<file path="config.mk">
export PLATFORM = sky130hd
export DESIGN_NAME = interval_event_timer_flat
export DESIGN_NICKNAME = d
export VERILOG_FILES = /design/src/hdl/io_bus_if.sv /design/src/hdl/interval_event_timer.sv /design/src/flat_wrapper.sv
export VERILOG_INCLUDE_DIRS = /design/src /design/src/hdl
export SDC_FILE = /design/constraint.sdc
export NUM_CORES = 1
export LEC_CHECK = 0
export CORE_MARGIN = 5
export CORE_UTILIZATION = 60
export CTS_CLUSTER_SIZE = 8
export DETAILED_ROUTE_END_ITERATION = 8
export DONT_BUFFER_PORTS = 1
export PLACE_DENSITY = 0.72
export SYNTH_ARGS = -nofsm -noshare
export SYNTH_HDL_FRONTEND = slang
export SYNTH_SLANG_ARGS = --single-unit
</file>
<file path="constraint.sdc">
create_clock -name hclk -period 2.91 [get_ports hclk]
set_clock_uncertainty 0.15 [all_clocks]
set_input_delay 0.4365 -clock hclk [delete_from_list [all_inputs] [get_ports hclk]]
set_output_delay 0.4365 -clock hclk [all_outputs]
set_load 0.02 [all_outputs]
</file>
<file path="src/hdl/serial_timer_params.svh">
/*
  constants shared by both ends of the bit-serial link: bit addresses,
  timing counts, reset values and the host's own register offsets.
  assumes it is included by its bare name after any package.
*/
`ifndef SERIAL_TIMER_PARAMS_SVH
`define SERIAL_TIMER_PARAMS_SVH

// bit addresses on the select lines
`define BIT_MODE 5'h00
`define BIT_CLK_CLEAR 5'h03
`define BIT_SOFT_RESET 5'h0f
`define BIT_FIRST_PORT 5'h10

// counter prescale: 64 system clocks per decrement
`define PRESCALE_LAST 6'h3f

// interrupt code values
`define CODE_NONE 4'hf
`define CODE_RESET 4'h0

// reset values of the device's state
`define START_RESET 14'h0000
`define MASK_RESET 15'h0000
`define PORT_RESET 16'h0000

// host holds the power-up reset low this many cycles (at least 2)
`define POR_HOLD_CYCLES 2'h2

// host command registers on the ahb-lite side
`define OFS_COMMAND 8'h00
`define OFS_STATUS 8'h04
`define OFS_RESET 8'h08
`define CMD_ADDR_LSB 0
`define CMD_DATA_POS 8
`define CMD_WRITE_POS 9
`define RESET_GO_POS 0

`endif

</file>
<file path="src/hdl/io_bus_if.sv">
/*
  the bit-serial io bus with interrupt code lines and power-up reset.
  assumes the bench resolves the read data wire from serial_read_oe.
*/
interface io_bus_if;
  logic [4:0] bit_select;
  logic ce_n;
  logic serial_write_data;
  logic serial_write_strobe;
  logic serial_read_data;
  logic serial_read_oe;
  logic irq_request_n;
  logic [3:0] irq_level_code;
  logic power_up_reset_n;

  modport device (
    input bit_select,
    input ce_n,
    input serial_write_data,
    input serial_write_strobe,
    input power_up_reset_n,
    output serial_read_data,
    output serial_read_oe,
    output irq_request_n,
    output irq_level_code
  );

  modport host (
    output bit_select,
    output ce_n,
    output serial_write_data,
    output serial_write_strobe,
    output power_up_reset_n,
    input serial_read_data,
    input serial_read_oe,
    input irq_request_n,
    input irq_level_code
  );
endinterface

</file>
<file path="src/hdl/interval_event_timer.sv">
/*
  device end: interrupt priority encoder, 16 io ports and a 14-bit
  interval/event timer reached over the bit-serial io bus.
  assumes the host runs on hclk, so bus inputs are used unsynchronised;
  interrupt and port pins come from outside and are synchronised.
*/
// Implementation choice: register access over AHB-Lite.
// How it works
// - 14-bit counter decrements every 64 clocks
// - mode bit one selects timer meaning
// - nonzero start value enables and sets interval
// - reaching zero raises interrupt and reloads start
// - any write to mask 3 clears timer interrupt
// - every start bit write restarts the counter
// - power-up reset or zero start disables timer
// - enabled timer replaces level-3 input interrupt
// - host should mask interrupts during timer access
// - entering timer mode captures the counter value
// - timer-mode reads of bits 1-14 return capture
// - bit 0 read returns current mode
// - interrupt-mode reads return interrupt line levels
// - timer-mode bit 15 read shows request active
// - timer-mode write one to bit 15 resets ports
// - host holds power-up reset low two cycles
// - power-up reset clears masks, timer, ports, code
// - request low while any enabled interrupt active
// - code lines carry highest priority, else ones
// - transfers need chip enable; interrupts ignore it
// - read data undriven while chip enable high
// - five select bits address reads and writes
// - code and request registered on next edge
`include "serial_timer_params.svh"

module interval_event_timer (
  input wire logic hclk,
  input wire logic hresetn,
  io_bus_if.device bus,
  input wire logic [15:1] irq_input_n,
  input wire logic [15:0] port_in,
  output logic [15:0] port_out,
  output logic [15:0] port_oe,
  output logic timer_enabled
);

  logic [15:1] irq_meta;
  logic [15:1] irq_sync;
  logic [15:0] port_meta;
  logic [15:0] port_sync;

  logic mode;
  logic [15:1] mask;
  logic [13:0] start;
  logic [13:0] count;
  logic [5:0] prescale;
  logic [13:0] capture;
  logic timer_irq;
  logic [3:0] code;
  logic req_n;
  logic rd;

  logic next_mode;
  logic [15:1] next_mask;
  logic [13:0] next_start;
  logic [13:0] next_count;
  logic [5:0] next_prescale;
  logic [13:0] next_capture;
  logic next_timer_irq;
  logic next_timer_enabled;
  logic [15:0] next_port_out;
  logic [15:0] next_port_oe;
  logic [3:0] next_code;
  logic next_req_n;
  logic next_rd;

  logic por;
  logic wr;
  logic set_irq;
  logic clear_irq;
  logic [4:0] addr;
  logic [3:0] idx;
  logic [15:1] active;

  // pins from outside the clock domain pass two flops first
  always_ff @(posedge hclk or negedge hresetn) begin
    if (!hresetn) begin
      irq_meta <= 15'h7fff;
      irq_sync <= 15'h7fff;
      port_meta <= 16'h0000;
      port_sync <= 16'h0000;
    end else begin
      irq_meta <= irq_input_n;
      irq_sync <= irq_meta;
      port_meta <= port_in;
      port_sync <= port_meta;
    end
  end

  // power-up reset comes from host logic on hclk: no synchroniser
  assign por = ~bus.power_up_reset_n;
  assign wr = ~bus.ce_n & bus.serial_write_strobe;
  assign addr = bus.bit_select;
  assign idx = 4'(addr[3:0] - 4'h1);

  // timer, masks, mode, ports: next values
  always_comb begin
    next_mode = mode;
    next_mask = mask;
    next_start = start;
    next_count = count;
    next_prescale = prescale;
    next_capture = capture;
    next_port_out = port_out;
    next_port_oe = port_oe;
    set_irq = 1'b0;
    clear_irq = 1'b0;
    if (timer_enabled) begin
      next_prescale = 6'(prescale + 6'h01);
      if (prescale == `PRESCALE_LAST) begin
        // zero is reached when a count of one expires
        if (count <= 14'h0001) begin
          next_count = start;
          set_irq = 1'b1;
        end else begin
          next_count = 14'(count - 14'h0001);
        end
      end
    end
    if (wr) begin
      if (addr == `BIT_MODE) begin
        next_mode = bus.serial_write_data;
        if (bus.serial_write_data) begin
          next_capture = count;
        end
      end else if (addr >= `BIT_FIRST_PORT) begin
        next_port_out[addr[3:0]] = bus.serial_write_data;
        next_port_oe[addr[3:0]] = 1'b1;
      end else if (!mode) begin
        next_mask[addr[3:0]] = bus.serial_write_data;
        if (addr == `BIT_CLK_CLEAR) begin
          clear_irq = 1'b1;
        end
      end else if (addr == `BIT_SOFT_RESET) begin
        if (bus.serial_write_data) begin
          next_port_oe = `PORT_RESET;
        end
      end else begin
        next_start[idx] = bus.serial_write_data;
        next_count = next_start;
        next_prescale = 6'h00;
      end
    end
    // a new expiry in the clearing cycle is kept
    next_timer_irq = (timer_irq & ~clear_irq) | set_irq;
    next_timer_enabled = |next_start;
    if (por) begin
      next_mode = 1'b0;
      next_mask = `MASK_RESET;
      next_start = `START_RESET;
      next_count = `START_RESET;
      next_prescale = 6'h00;
      next_timer_irq = 1'b0;
      next_timer_enabled = 1'b0;
      next_port_oe = `PORT_RESET;
      next_port_out = `PORT_RESET;
    end
  end

  always_ff @(posedge hclk or negedge hresetn) begin
    if (!hresetn) begin
      mode <= 1'b0;
      mask <= `MASK_RESET;
      start <= `START_RESET;
      count <= `START_RESET;
      prescale <= 6'h00;
      capture <= 14'h0000;
      timer_irq <= 1'b0;
      timer_enabled <= 1'b0;
      port_out <= `PORT_RESET;
      port_oe <= `PORT_RESET;
    end else begin
      mode <= next_mode;
      mask <= next_mask;
      start <= next_start;
      count <= next_count;
      prescale <= next_prescale;
      capture <= next_capture;
      timer_irq <= next_timer_irq;
      timer_enabled <= next_timer_enabled;
      port_out <= next_port_out;
      port_oe <= next_port_oe;
    end
  end

  // priority encoder; chip enable plays no part here
  always_comb begin
    for (int i = 1; i < 16; i++) begin
      active[i] = mask[i] & ~irq_sync[i];
    end
    if (timer_enabled) begin
      active[3] = mask[3] & timer_irq;
    end
    next_code = `CODE_NONE;
    for (int i = 15; i >= 1; i--) begin
      if (active[i]) begin
        next_code = 4'(i);
      end
    end
    next_req_n = ~|active;
    if (por) begin
      next_code = `CODE_RESET;
      next_req_n = 1'b1;
    end
  end

  always_ff @(posedge hclk or negedge hresetn) begin
    if (!hresetn) begin
      code <= `CODE_RESET;
      req_n <= 1'b1;
    end else begin
      code <= next_code;
      req_n <= next_req_n;
    end
  end

  // read mux, registered so data lags the select lines by one edge
  always_comb begin
    if (addr == `BIT_MODE) begin
      next_rd = mode;
    end else if (addr >= `BIT_FIRST_PORT) begin
      next_rd = port_sync[addr[3:0]];
    end else if (!mode) begin
      next_rd = irq_sync[addr[3:0]];
    end else if (addr == `BIT_SOFT_RESET) begin
      next_rd = ~req_n;
    end else begin
      next_rd = capture[idx];
    end
  end

  always_ff @(posedge hclk or negedge hresetn) begin
    if (!hresetn) begin
      rd <= 1'b0;
    end else begin
      rd <= next_rd;
    end
  end

  assign bus.serial_read_data = rd;
  assign bus.serial_read_oe = ~bus.ce_n;
  assign bus.irq_level_code = code;
  assign bus.irq_request_n = req_n;

endmodule

</file>
<file path="src/flat_wrapper.sv">
// flat-port wrapper written by rule: the top's interface ports become plain ports
module interval_event_timer_flat 
  (hclk, hresetn, irq_input_n, port_in, port_out, port_oe, timer_enabled, bus_bit_select, bus_ce_n, bus_serial_write_data, bus_serial_write_strobe, bus_power_up_reset_n, bus_serial_read_data, bus_serial_read_oe, bus_irq_request_n, bus_irq_level_code);
  io_bus_if bus_i ();
  input wire logic hclk;
  input wire logic hresetn;
  input wire logic [15:1] irq_input_n;
  input wire logic [15:0] port_in;
  output logic [15:0] port_out;
  output logic [15:0] port_oe;
  output logic timer_enabled;
  input wire logic [$bits(bus_i.bit_select)-1:0] bus_bit_select;
  input wire logic [$bits(bus_i.ce_n)-1:0] bus_ce_n;
  input wire logic [$bits(bus_i.serial_write_data)-1:0] bus_serial_write_data;
  input wire logic [$bits(bus_i.serial_write_strobe)-1:0] bus_serial_write_strobe;
  input wire logic [$bits(bus_i.power_up_reset_n)-1:0] bus_power_up_reset_n;
  output wire logic [$bits(bus_i.serial_read_data)-1:0] bus_serial_read_data;
  output wire logic [$bits(bus_i.serial_read_oe)-1:0] bus_serial_read_oe;
  output wire logic [$bits(bus_i.irq_request_n)-1:0] bus_irq_request_n;
  output wire logic [$bits(bus_i.irq_level_code)-1:0] bus_irq_level_code;
  assign bus_i.bit_select = bus_bit_select;
  assign bus_i.ce_n = bus_ce_n;
  assign bus_i.serial_write_data = bus_serial_write_data;
  assign bus_i.serial_write_strobe = bus_serial_write_strobe;
  assign bus_i.power_up_reset_n = bus_power_up_reset_n;
  assign bus_serial_read_data = bus_i.serial_read_data;
  assign bus_serial_read_oe = bus_i.serial_read_oe;
  assign bus_irq_request_n = bus_i.irq_request_n;
  assign bus_irq_level_code = bus_i.irq_level_code;
  interval_event_timer u_core (.hclk(hclk), .hresetn(hresetn), .bus(bus_i), .irq_input_n(irq_input_n), .port_in(port_in), .port_out(port_out), .port_oe(port_oe), .timer_enabled(timer_enabled));
endmodule
</file>
==> metrics list, run 1 <==
- Worst reg2reg path depth: 6
- The first routing iteration left about 610 violations.
- After detailed routing, the number of vias per cell comes to between 6 and 7.
- For this run, the post-layout net count is just under 800.
- After synthesis the cells add up to 7670 um^2.
* Synth Register Bits: 166
* Cells after Synth: about 710
* Setup TNS Final: 0 ns
- Worst R2R Start: u_core.mode
* Outcome: finished with violations
- Number of buffers added to fix hold violations after cts: 36
- Number of buffers added by the clock tree synthesis step: 17
* Antenna violations before repair: 0
* Violations in the final reports: hold timing
- Counting the fill cells in the layout gives 900.
* Placed instance count: 852
- Vertical die dimension: roughly 120 um
* Ratio of cells with drive above 1 in the final layout: between 10% and 20%
- Setup repair after global routing left no endpoint under its margin.
- Max-slew headroom at the worst pin: between 20% and 30%
- At the worst endpoint, the required time is 3.08 ns.
- Setup violations remaining at the end of the flow were counted as 0.
- DRT antenna net count: 0
* Final hold vios: around 170
* Worst setup slack after layout: between 0.3 and 0.4 ns
- For the pin with the worst max-slew slack, the measured transition is approximately 1.1 ns.
* Post-Syn Area per Cell: between 10 and 15 um^2
- Dividing the final minimum period by the clock period gives about 88%.
- Counting I/O delays and the setup requirement, the final critical path takes between 2 and 3 ns.
- Number of clock sinks seen by CTS: between 150 and 200
- Overall routed net length: 19800 um
* Final HPWL DP: between 10000 and 15000 um
- In this run, distinct cell masters in the synthesized netlist total 71.
- The initial utilization of the core area, before any placement, comes to ~61%.
- Compared with the post-synthesis result, the final layout area differs by 15.6%.
* Power density over the cells: around 560 nW/um^2
* Post_cts resized: 0
* Share of synthesized flip-flops with an asynchronous set or reset: 100%
* Design Area, Final: 8860 um^2
- The first global-routing pass estimated 31500 um of wire.
* Clock latency on the worst-skew pair: approximately 0.43 ns
* Count of synthesis-stage warnings from yosys: 0
- The number of nets in the synthesized netlist is between 700 and 800.
- Count of TritonRoute iterations in the first routing pass: 5
* Number of pins exceeding their max-slew limit in the final report: 0
* Kind of critical path: primary input to flop
- STA classifies the critical path endpoint as a flop.
* DIE AREA: 15100 um^2
* Clock Tree Root: sky130_fd_sc_hd__clkbuf_16
* Proportion of synthesized chip area in sequential cells: 54.7%
- Startpoint class of the critical path: primary input
- Clock tree from TritonCTS: built
- For this block, the via count after detailed routing is just under 6000.
* Maximum net fanout on the critical path: 15
- The tool flagged a number of max-cap violations equal to 0.
- Worst IR drop on VDD: 0.709 mV
- Tracing the worst setup path back leads to its startpoint at bus_bit_select[1].
* Highest-count cells in the layout ignoring fill and taps: sky130_fd_sc_hd__dfrtp_1 (135), sky130_fd_sc_hd__nand2_1 (64), sky130_fd_sc_hd__o21ai_0 (56)
* Antenna diode instance count: 0
* Remaining global-route overflow: 0
- The clock passes through at most 2 buffers.
* Largest net degree at the start of global routing: 167
- FF-to-FF End: u_core.timer_enabled
* Standard cell area after detailed placement: between 7000 and 8000 um^2
- Number of port buffers: 0
- In this run the static leakage power is approximately 3.8 nW.
- In this run the register-to-register setup slack is ~0.37 ns.
* CTS clk-pin slew, worst paths: around 0.07 ns
- Worst min-delay path category: primary input to async pin
- Rows: approximately 40
- Total power: about 0.0049 W
- Maximum level of the CTS H-tree: 4
- Global routing consumed, over all layers together, 27.7% of the routing resources.
* Wire length per cell: ~22 um
- After the flow finishes, the layout carries non-filler instances totaling between 900 and 1000.
- The via count of the first global-routing pass came to 5837.
* Number of I/O pins: 82
- Number of remaining DRC errors: 0
- The synthesized design contains 0 enable-type register cells.
* Hold_ws: -0.457 ns
* RD Place Congestion: between 0.8 and 0.9
- Count of buffers added by post-CTS timing repair for setup: 0
* Crit path arrival time: between 2 and 3 ns
- For this run, the leading register cell type out of synthesis is sky130_fd_sc_hd__dfrtp_1.
- Leaving out fill and tap cells, the most frequent cell in the layout is sky130_fd_sc_hd__dfrtp_1.
- The total area inside the core boundary comes to approximately 13000 um^2.
- Setup WS pre-CTS: -0.0233 ns
* Fmax achieved: a little under 400 MHz
- Horizontal extent of the die: roughly 120 um
## synth_stat cells, types with 3 or more instances
library cell,count,area [um^2]
sky130_fd_sc_hd__a21boi_1,10,75.1
sky130_fd_sc_hd__and2_1,4,25.0
sky130_fd_sc_hd__o21ai_1,3,15.0
sky130_fd_sc_hd__or4_1,3,22.5
sky130_fd_sc_hd__o211ai_1,13,97.6
sky130_fd_sc_hd__and3_1,9,56.3
sky130_fd_sc_hd__inv_1,13,48.8
sky130_fd_sc_hd__mux2_2,15,169
sky130_fd_sc_hd__nand3_1,19,95.1
sky130_fd_sc_hd__o2111ai_1,3,26.3
sky130_fd_sc_hd__or3_1,26,163
sky130_fd_sc_hd__buf_2,14,70.1
sky130_fd_sc_hd__a21oi_1,19,95.1
sky130_fd_sc_hd__nand4_1,10,62.6
sky130_fd_sc_hd__dfstp_2,31,815
sky130_fd_sc_hd__o21ai_0,56,280
sky130_fd_sc_hd__nor2_1,45,169
sky130_fd_sc_hd__a21boi_0,24,180
sky130_fd_sc_hd__a41oi_1,3,26.3
sky130_fd_sc_hd__nand2b_1,6,37.5
sky130_fd_sc_hd__o21a_1,5,37.5
sky130_fd_sc_hd__nor2b_1,14,87.6
sky130_fd_sc_hd__dfrtp_1,135,3380
sky130_fd_sc_hd__mux4_2,11,248
sky130_fd_sc_hd__a31oi_1,20,125
sky130_fd_sc_hd__xor2_1,3,26.3
sky130_fd_sc_hd__o41ai_1,4,35.0
sky130_fd_sc_hd__o2bb2ai_1,3,26.3
sky130_fd_sc_hd__ha_1,11,138
sky130_fd_sc_hd__clkbuf_1,31,116
sky130_fd_sc_hd__mux2i_1,20,200
sky130_fd_sc_hd__nor3_1,10,50.1
sky130_fd_sc_hd__nand2_1,64,240
## report_power, final
part           internal (W)  switching, W  total, W
clock               0.00117       0.00110   0.00227
sequential          0.00238     0.0000407   0.00242
combinational      0.000116      0.000137  0.000253
## worst max-delay path, cell delays in order
cell and delay, ns:
sky130_fd_sc_hd__inv_1 0.15, sky130_fd_sc_hd__ha_1 0.40, sky130_fd_sc_hd__o21ai_0 0.15, sky130_fd_sc_hd__mux2i_1 0.28
sky130_fd_sc_hd__a32o_1 0.33, sky130_fd_sc_hd__nand3_1 0.14, sky130_fd_sc_hd__mux2i_1 0.26, sky130_fd_sc_hd__o2111ai_1 0.15
sky130_fd_sc_hd__o41a_1 0.42
## cells by family after synthesis
logic type,share of synthesized area (%)
multiplexers,8.24
adder cells (fa/ha/maj),1.79
XOR/XNOR,0.571
flip-flops,54.7
buffers and inverters,3.36
AND/OR/NAND/NOR,15.6
AO/OA/AOI/OAI,15.7
## worst max-delay path by stage
stage                                 endpoint  depth (start not counted)
after floorplan           u_core.timer_enabled                         12
after global placement    u_core.timer_enabled                          8
after detailed placement  u_core.timer_enabled                          9
after CTS                 u_core.timer_enabled                          9
after global routing      u_core.timer_enabled                          9
final                     u_core.timer_enabled                          9
## flip-flops by register name (all words and copies together), names as in the netlist, 15 cells and up
name,flops
u_core.port_out,16
u_core.irq_meta,15
u_core.port_meta,16
u_core.irq_sync,15
u_core.port_sync,16
u_core.port_oe,16
u_core.mask,15
## stage by stage
stage	hold WS, ns	util, %
final	-0.457	70.5
after global routing	-0.484	70.5
after CTS	-0.471	70.4
after detailed placement	-0.00515	62.4
after global placement	-0.00531	62.4
after floorplan	-0.00909	-
## cell type report
type | count | area [um^2] | share of cell area [%]
Clock buffer | 17 | 425 | 4.80
Clock inverter | 15 | 199 | 2.24
Inverter | 14 | 52.6 | 0.593
Multi-Input combinational cell | 478 | 3220 | 36.4
Sequential cell | 166 | 4190 | 47.3
Tap cell | 172 | 215 | 2.43
Timing Repair Buffer | 60 | 556 | 6.27
## routing by layer
metal,track usage [%],wire length [um]
met1,37.9,8250
met2,42.2,9340
met3,7.96,1770
met4,10.9,480
met5,0,0
No activity file was read; power rests on OpenSTA's default activity.
==> run 2: changes to the inputs <==
--- a/config.mk
+++ b/config.mk
@@ -6,6 +6,7 @@
 export SDC_FILE = /design/constraint.sdc
 export NUM_CORES = 1
 export LEC_CHECK = 0
+export ABC_AREA = 1
 export CORE_MARGIN = 5
 export CORE_UTILIZATION = 60
 export CTS_CLUSTER_SIZE = 8
==> run 2 against run 1 <==
Net effect: the run still ends with hold timing left; register-to-register slack improved by 0.12 ns; synthesized cell count grew 25%; count of clock-buffer cells in the layout is 1 higher; cell count up 18%; die area fell by 1.9%; via count is 8.3% higher; worst hold slack worse by 0.0011 ns; sequential share of layout area grew 1.5 points; first-iteration DRC count is 9.6% lower; synthesized area is 2.0% lower; utilization rose by 0.074 points; setup slack better by 0.14 ns; largest cell class unchanged.
==> metrics list, run 2 <==
- The TritonCTS clock tree was built (unchanged).
- The pin count of the biggest net entering global routing came to 167 (unchanged).
- Detailed Route Iter0 Violations: 555 (was 614)
- The number of H-tree levels was 4 (unchanged).
- The I/O pin count is 82 (unchanged).
* Count of synthesis-stage warnings from yosys: 0 (unchanged)
* Library cell occupying the most area in the post-synthesis netlist: sky130_fd_sc_hd__dfrtp_1 (unchanged)
- Pleak: 4.10 nW (was 3.81 nW)
* Max-slew headroom at the worst pin: 65.7% (was 28.2%)
- The buffer type at the clock tree root was sky130_fd_sc_hd__clkbuf_16 (unchanged).
- The peak supply drop is 0.642 mV (was 0.709 mV).
- The average wire per cell in the routed design came to 18.4 um (was 21.5 um).
- The total count of max-transition violations in the final report came to 0 (unchanged).
* Post_cts resized: 0 (unchanged)
- Worst Max-Slew Pin Slew: 0.513 ns (was 1.08 ns)
* Clock latency on the worst-skew pair: 0.43 ns (about the same)
- Outcome: finished with violations (unchanged)
* Combined flip-flop and latch cell area: 4190 um^2 (unchanged)
- Fmax achieved: 414 MHz (was 391 MHz)
- Highest-count cells in the layout ignoring fill and taps: sky130_fd_sc_hd__nand2_1 (219), sky130_fd_sc_hd__dfrtp_1 (135), sky130_fd_sc_hd__nor2_1 (103) (was sky130_fd_sc_hd__dfrtp_1 (135), sky130_fd_sc_hd__nand2_1 (64), sky130_fd_sc_hd__o21ai_0 (56)).
- Cell with the largest stage delay on the worst path: sky130_fd_sc_hd__dfrtp_1 (was sky130_fd_sc_hd__o41a_1)
- The synthesized instance count was 882 (was 706).
* Synth top area cells: sky130_fd_sc_hd__dfrtp_1 (45%), sky130_fd_sc_hd__nand2_1 (11%), sky130_fd_sc_hd__dfstp_2 (11%), sky130_fd_sc_hd__o21ai_0 (6.2%), sky130_fd_sc_hd__nor2_1 (5.1%) (was sky130_fd_sc_hd__dfrtp_1 (44%), sky130_fd_sc_hd__dfstp_2 (11%), sky130_fd_sc_hd__o21ai_0 (3.7%), sky130_fd_sc_hd__mux4_2 (3.2%), sky130_fd_sc_hd__nand2_1 (3.1%))
* Commonest non-fill, non-tap cell in the layout: sky130_fd_sc_hd__nand2_1 (was sky130_fd_sc_hd__dfrtp_1)
- Antenna diode instance count: 0 (unchanged)
* Count of distinct cell types in the synthesized netlist: 41 (was 71)
- List of most frequent post-synthesis cells: sky130_fd_sc_hd__nand2_1 (219), sky130_fd_sc_hd__dfrtp_1 (135), sky130_fd_sc_hd__nor2_1 (103) (was sky130_fd_sc_hd__dfrtp_1 (135), sky130_fd_sc_hd__nand2_1 (64), sky130_fd_sc_hd__o21ai_0 (56)).
- Worst reg2reg path depth: 10 (was 6)
* Via density: 5.79 (was 6.33)
- DIE AREA: 14900 um^2 (was 15100 um^2)
- Nets: 964 (was 790)
- The remaining number of nets flagged by the antenna check after routing is 0 (unchanged).
* Final HPWL DP: 13300 um (was 12800 um)
* Ratio of cells with drive above 1 in the final layout: 9.85% (was 17.5%)
- The global placer's final weighted congestion was 0.945 (was 0.890).
- The chip width is 122 um (was 123 um).
- CTS clk-pin slew, worst paths: 0.07 ns (about the same)
- Count of buffers added by post-CTS timing repair for setup: 0 (unchanged)
- Reported max-cap violation count: 0 (unchanged)
- Number of clock sinks seen by CTS: 166 (unchanged)
* Count of TritonRoute iterations in the first routing pass: 7 (was 5)
* Number of buffers added by the clock tree synthesis step: 17 (unchanged)
* Final hold vios: 166 (unchanged)
- RSZ-0062 raised after global routing: false (unchanged).
* Cell area after synthesis: 7510 um^2 (was 7670 um^2)
* Number of buffers added to fix hold violations after cts: 32 (was 36)
- The DRC violation count after routing was 0 (unchanged).
- The number of vias after detailed routing came to 6324 (was 5840).
- The element type at the critical path end was a flop (unchanged).
* First-pass GRT wire length: 32200 um (was 31500 um)
- The final total negative setup slack came to 0 ns (unchanged).
- The global-route congestion overflow total came to 0 (unchanged).
* Power density over the cells: 609 nW/um^2 (was 557 nW/um^2)
* Data required time at the worst endpoint: 3.07 ns (was 3.08 ns)
- Post-Syn Area per Cell: 8.52 um^2 (was 10.9 um^2)
- The count of buffers inserted at the top-level ports was 0 (unchanged).
- Post-route minimum period: 2.42 ns (was 2.56 ns)
- Net Count, Synth: 935 (was 759)
- The most frequent cell after synthesis is sky130_fd_sc_hd__nand2_1 (was sky130_fd_sc_hd__dfrtp_1).
* Via count of the first global-routing pass: 6481 (was 5837)
* Antenna violations before repair: 0 (unchanged)
* Period utilisation layout: 83.0% (was 87.8%)
- The flop and latch count out of synthesis came to 166 (unchanged).
* Chain of cells forming the critical path: inv_1, ha_1, nor2_1, nor2_1, nand3_1, inv_1, nand2_1, inv_1, a221oi_1, nor2_1 (was inv_1, ha_1, o21ai_0, mux2i_1, a32o_1, nand3_1, mux2i_1, o2111ai_1, o41a_1)
- Rows: 40 (was 41)
* Startpoint class of the critical path: flop (was primary input)
- The signal arrival time at the worst endpoint was 2.57 ns (was 2.72 ns).
* Final setup violating endpoints: 0 (unchanged)
- The standard cell core area was 12200 um^2 (was 12600 um^2).
- Growth of design area from synthesis to finish: 14.3% (was 15.6%)
* Vertical die dimension: 122 um (was 123 um)
- Top cell type's share of synthesized area: 45.0% (was 44.0%)
- Multi-input logic area: 2860 um^2 (was 3220 um^2)
- Layout filler cell count: 927 (was 900)
- Clock tree buffer depth: 2 (unchanged)
* Aggregate global-route resource usage: 27.9% (was 27.7%)
- The highest cell delay on the worst timing path came to 0.45 ns (was 0.42 ns).
- The most instantiated flip-flop cell in the synthesis netlist was sky130_fd_sc_hd__dfrtp_1 (unchanged).
- The initial core utilization is 61.8% (was 61.0%).
* Proportion of synthesized chip area in sequential cells: 55.8% (was 54.7%)
* Violations in the final reports: hold timing (unchanged)
* Hold_ws: -0.458 ns (was -0.457 ns)
* Worst min-delay path category: primary input to async pin (unchanged)
- Share of synthesized flip-flops with an asynchronous set or reset: 100% (unchanged)
* Overall routed net length: 20100 um (was 19800 um)
- Kind of critical path: flop to flop (was primary input to flop)
- The number of flops mapped to enable cells by yosys was 0 (unchanged).
- Maximum net fanout on the critical path: 7 (was 15)
==> run 2: cell count changes after synthesis, moves of 14 or more <==
cell,previous run,this run
sky130_fd_sc_hd__nand2_1,64,219
sky130_fd_sc_hd__inv_1,13,79
sky130_fd_sc_hd__nor2_1,45,103
sky130_fd_sc_hd__o21ai_0,56,93
sky130_fd_sc_hd__nand3_1,19,48
sky130_fd_sc_hd__a21oi_1,19,47
sky130_fd_sc_hd__or3_1,26,0
sky130_fd_sc_hd__a21boi_0,24,0
sky130_fd_sc_hd__mux2i_1,20,0
sky130_fd_sc_hd__a31oi_1,20,4
sky130_fd_sc_hd__clkbuf_1,31,17
sky130_fd_sc_hd__mux2_2,15,1
sky130_fd_sc_hd__nor2b_1,14,0
==> run 2: kinds of logic after synthesis <==
| logic type | count (synthesis) | synth area share, % |
|---|---|---|
| AOI/OAI and AO/OA | 172 | 12.6 |
| xor gates and xnor gates | 3 | 0.350 |
| adders and majority gates | 11 | 1.83 |
| buffers and inverters | 115 | 6.08 |
| DFF | 166 | 55.8 |
| muxes | 1 | 0.150 |
| and+or+nand+nor | 414 | 23.2 |
==> run 2: path summary, 6_finish.rpt <==
path | startpoint | to | slack, ns
worst max-delay path | u_core.count[0] | u_core.count[10] | 0.49
worst min-delay path | hresetn | u_core.count[4] | -0.46
worst max register to register | u_core.count[0] | u_core.count[10] | 0.49
worst min register to register | u_core.port_meta[13] | u_core.port_sync[13] | 0.20
max in group asynchronous | hresetn | u_core.irq_sync[1] | 2.65
min in group hclk | bus_power_up_reset_n | u_core.mask[3] | 0.01
==> run 2: worst max-delay path: cells and delay by family, from the launching register on <==
family,cells,cell delay [ns]
and+or+nand+nor,5,0.78
adders and majority gates,1,0.22
DFF,1,0.45
AOI/OAI and AO/OA,1,0.34
buffers and inverters,3,0.35
==> run 2: cell type report <==
type | instances | area share [%]
Clock buffer | 18 | 5.12
Clock inverter | 14 | 1.82
Inverter | 82 | 3.58
Multi-Input combinational cell | 601 | 33.4
Sequential cell | 166 | 48.8
Tap cell | 168 | 2.45
Timing Repair Buffer | 43 | 4.84
==> run 2: power breakdown <==
group	internal [W]	switching, W
registers	0.00243	0.0000899
clock network	0.00118	0.00105
logic	0.000165	0.000312
==> run 2: per-layer routing <==
layer	share of wire [%]	track usage, %
met5	0	0
met4	4.2	10.9
met1	38	32.5
met3	6.7	6.59
met2	51	49.7
==> run 2: through the flow <==
| stage | utilization (%) | area [um^2] | instances | setup WS (ns) | total power (W) |
|---|---|---|---|---|---|
| finish | 70.6 | 8590 | 1092 | 0.493 | 0.00523 |
| global route | 70.6 | 8590 | 1092 | 0.419 | 0.00542 |
| CTS | 70.6 | 8590 | 1092 | 0.576 | 0.00523 |
| detailed placement | 63.1 | 7670 | 1028 | 0.348 | 0.00299 |
| global placement | 63.1 | 7670 | 1028 | 0.512 | 0.00297 |
| floorplan | - | 7510 | 882 | 0.281 | 0.00288 |
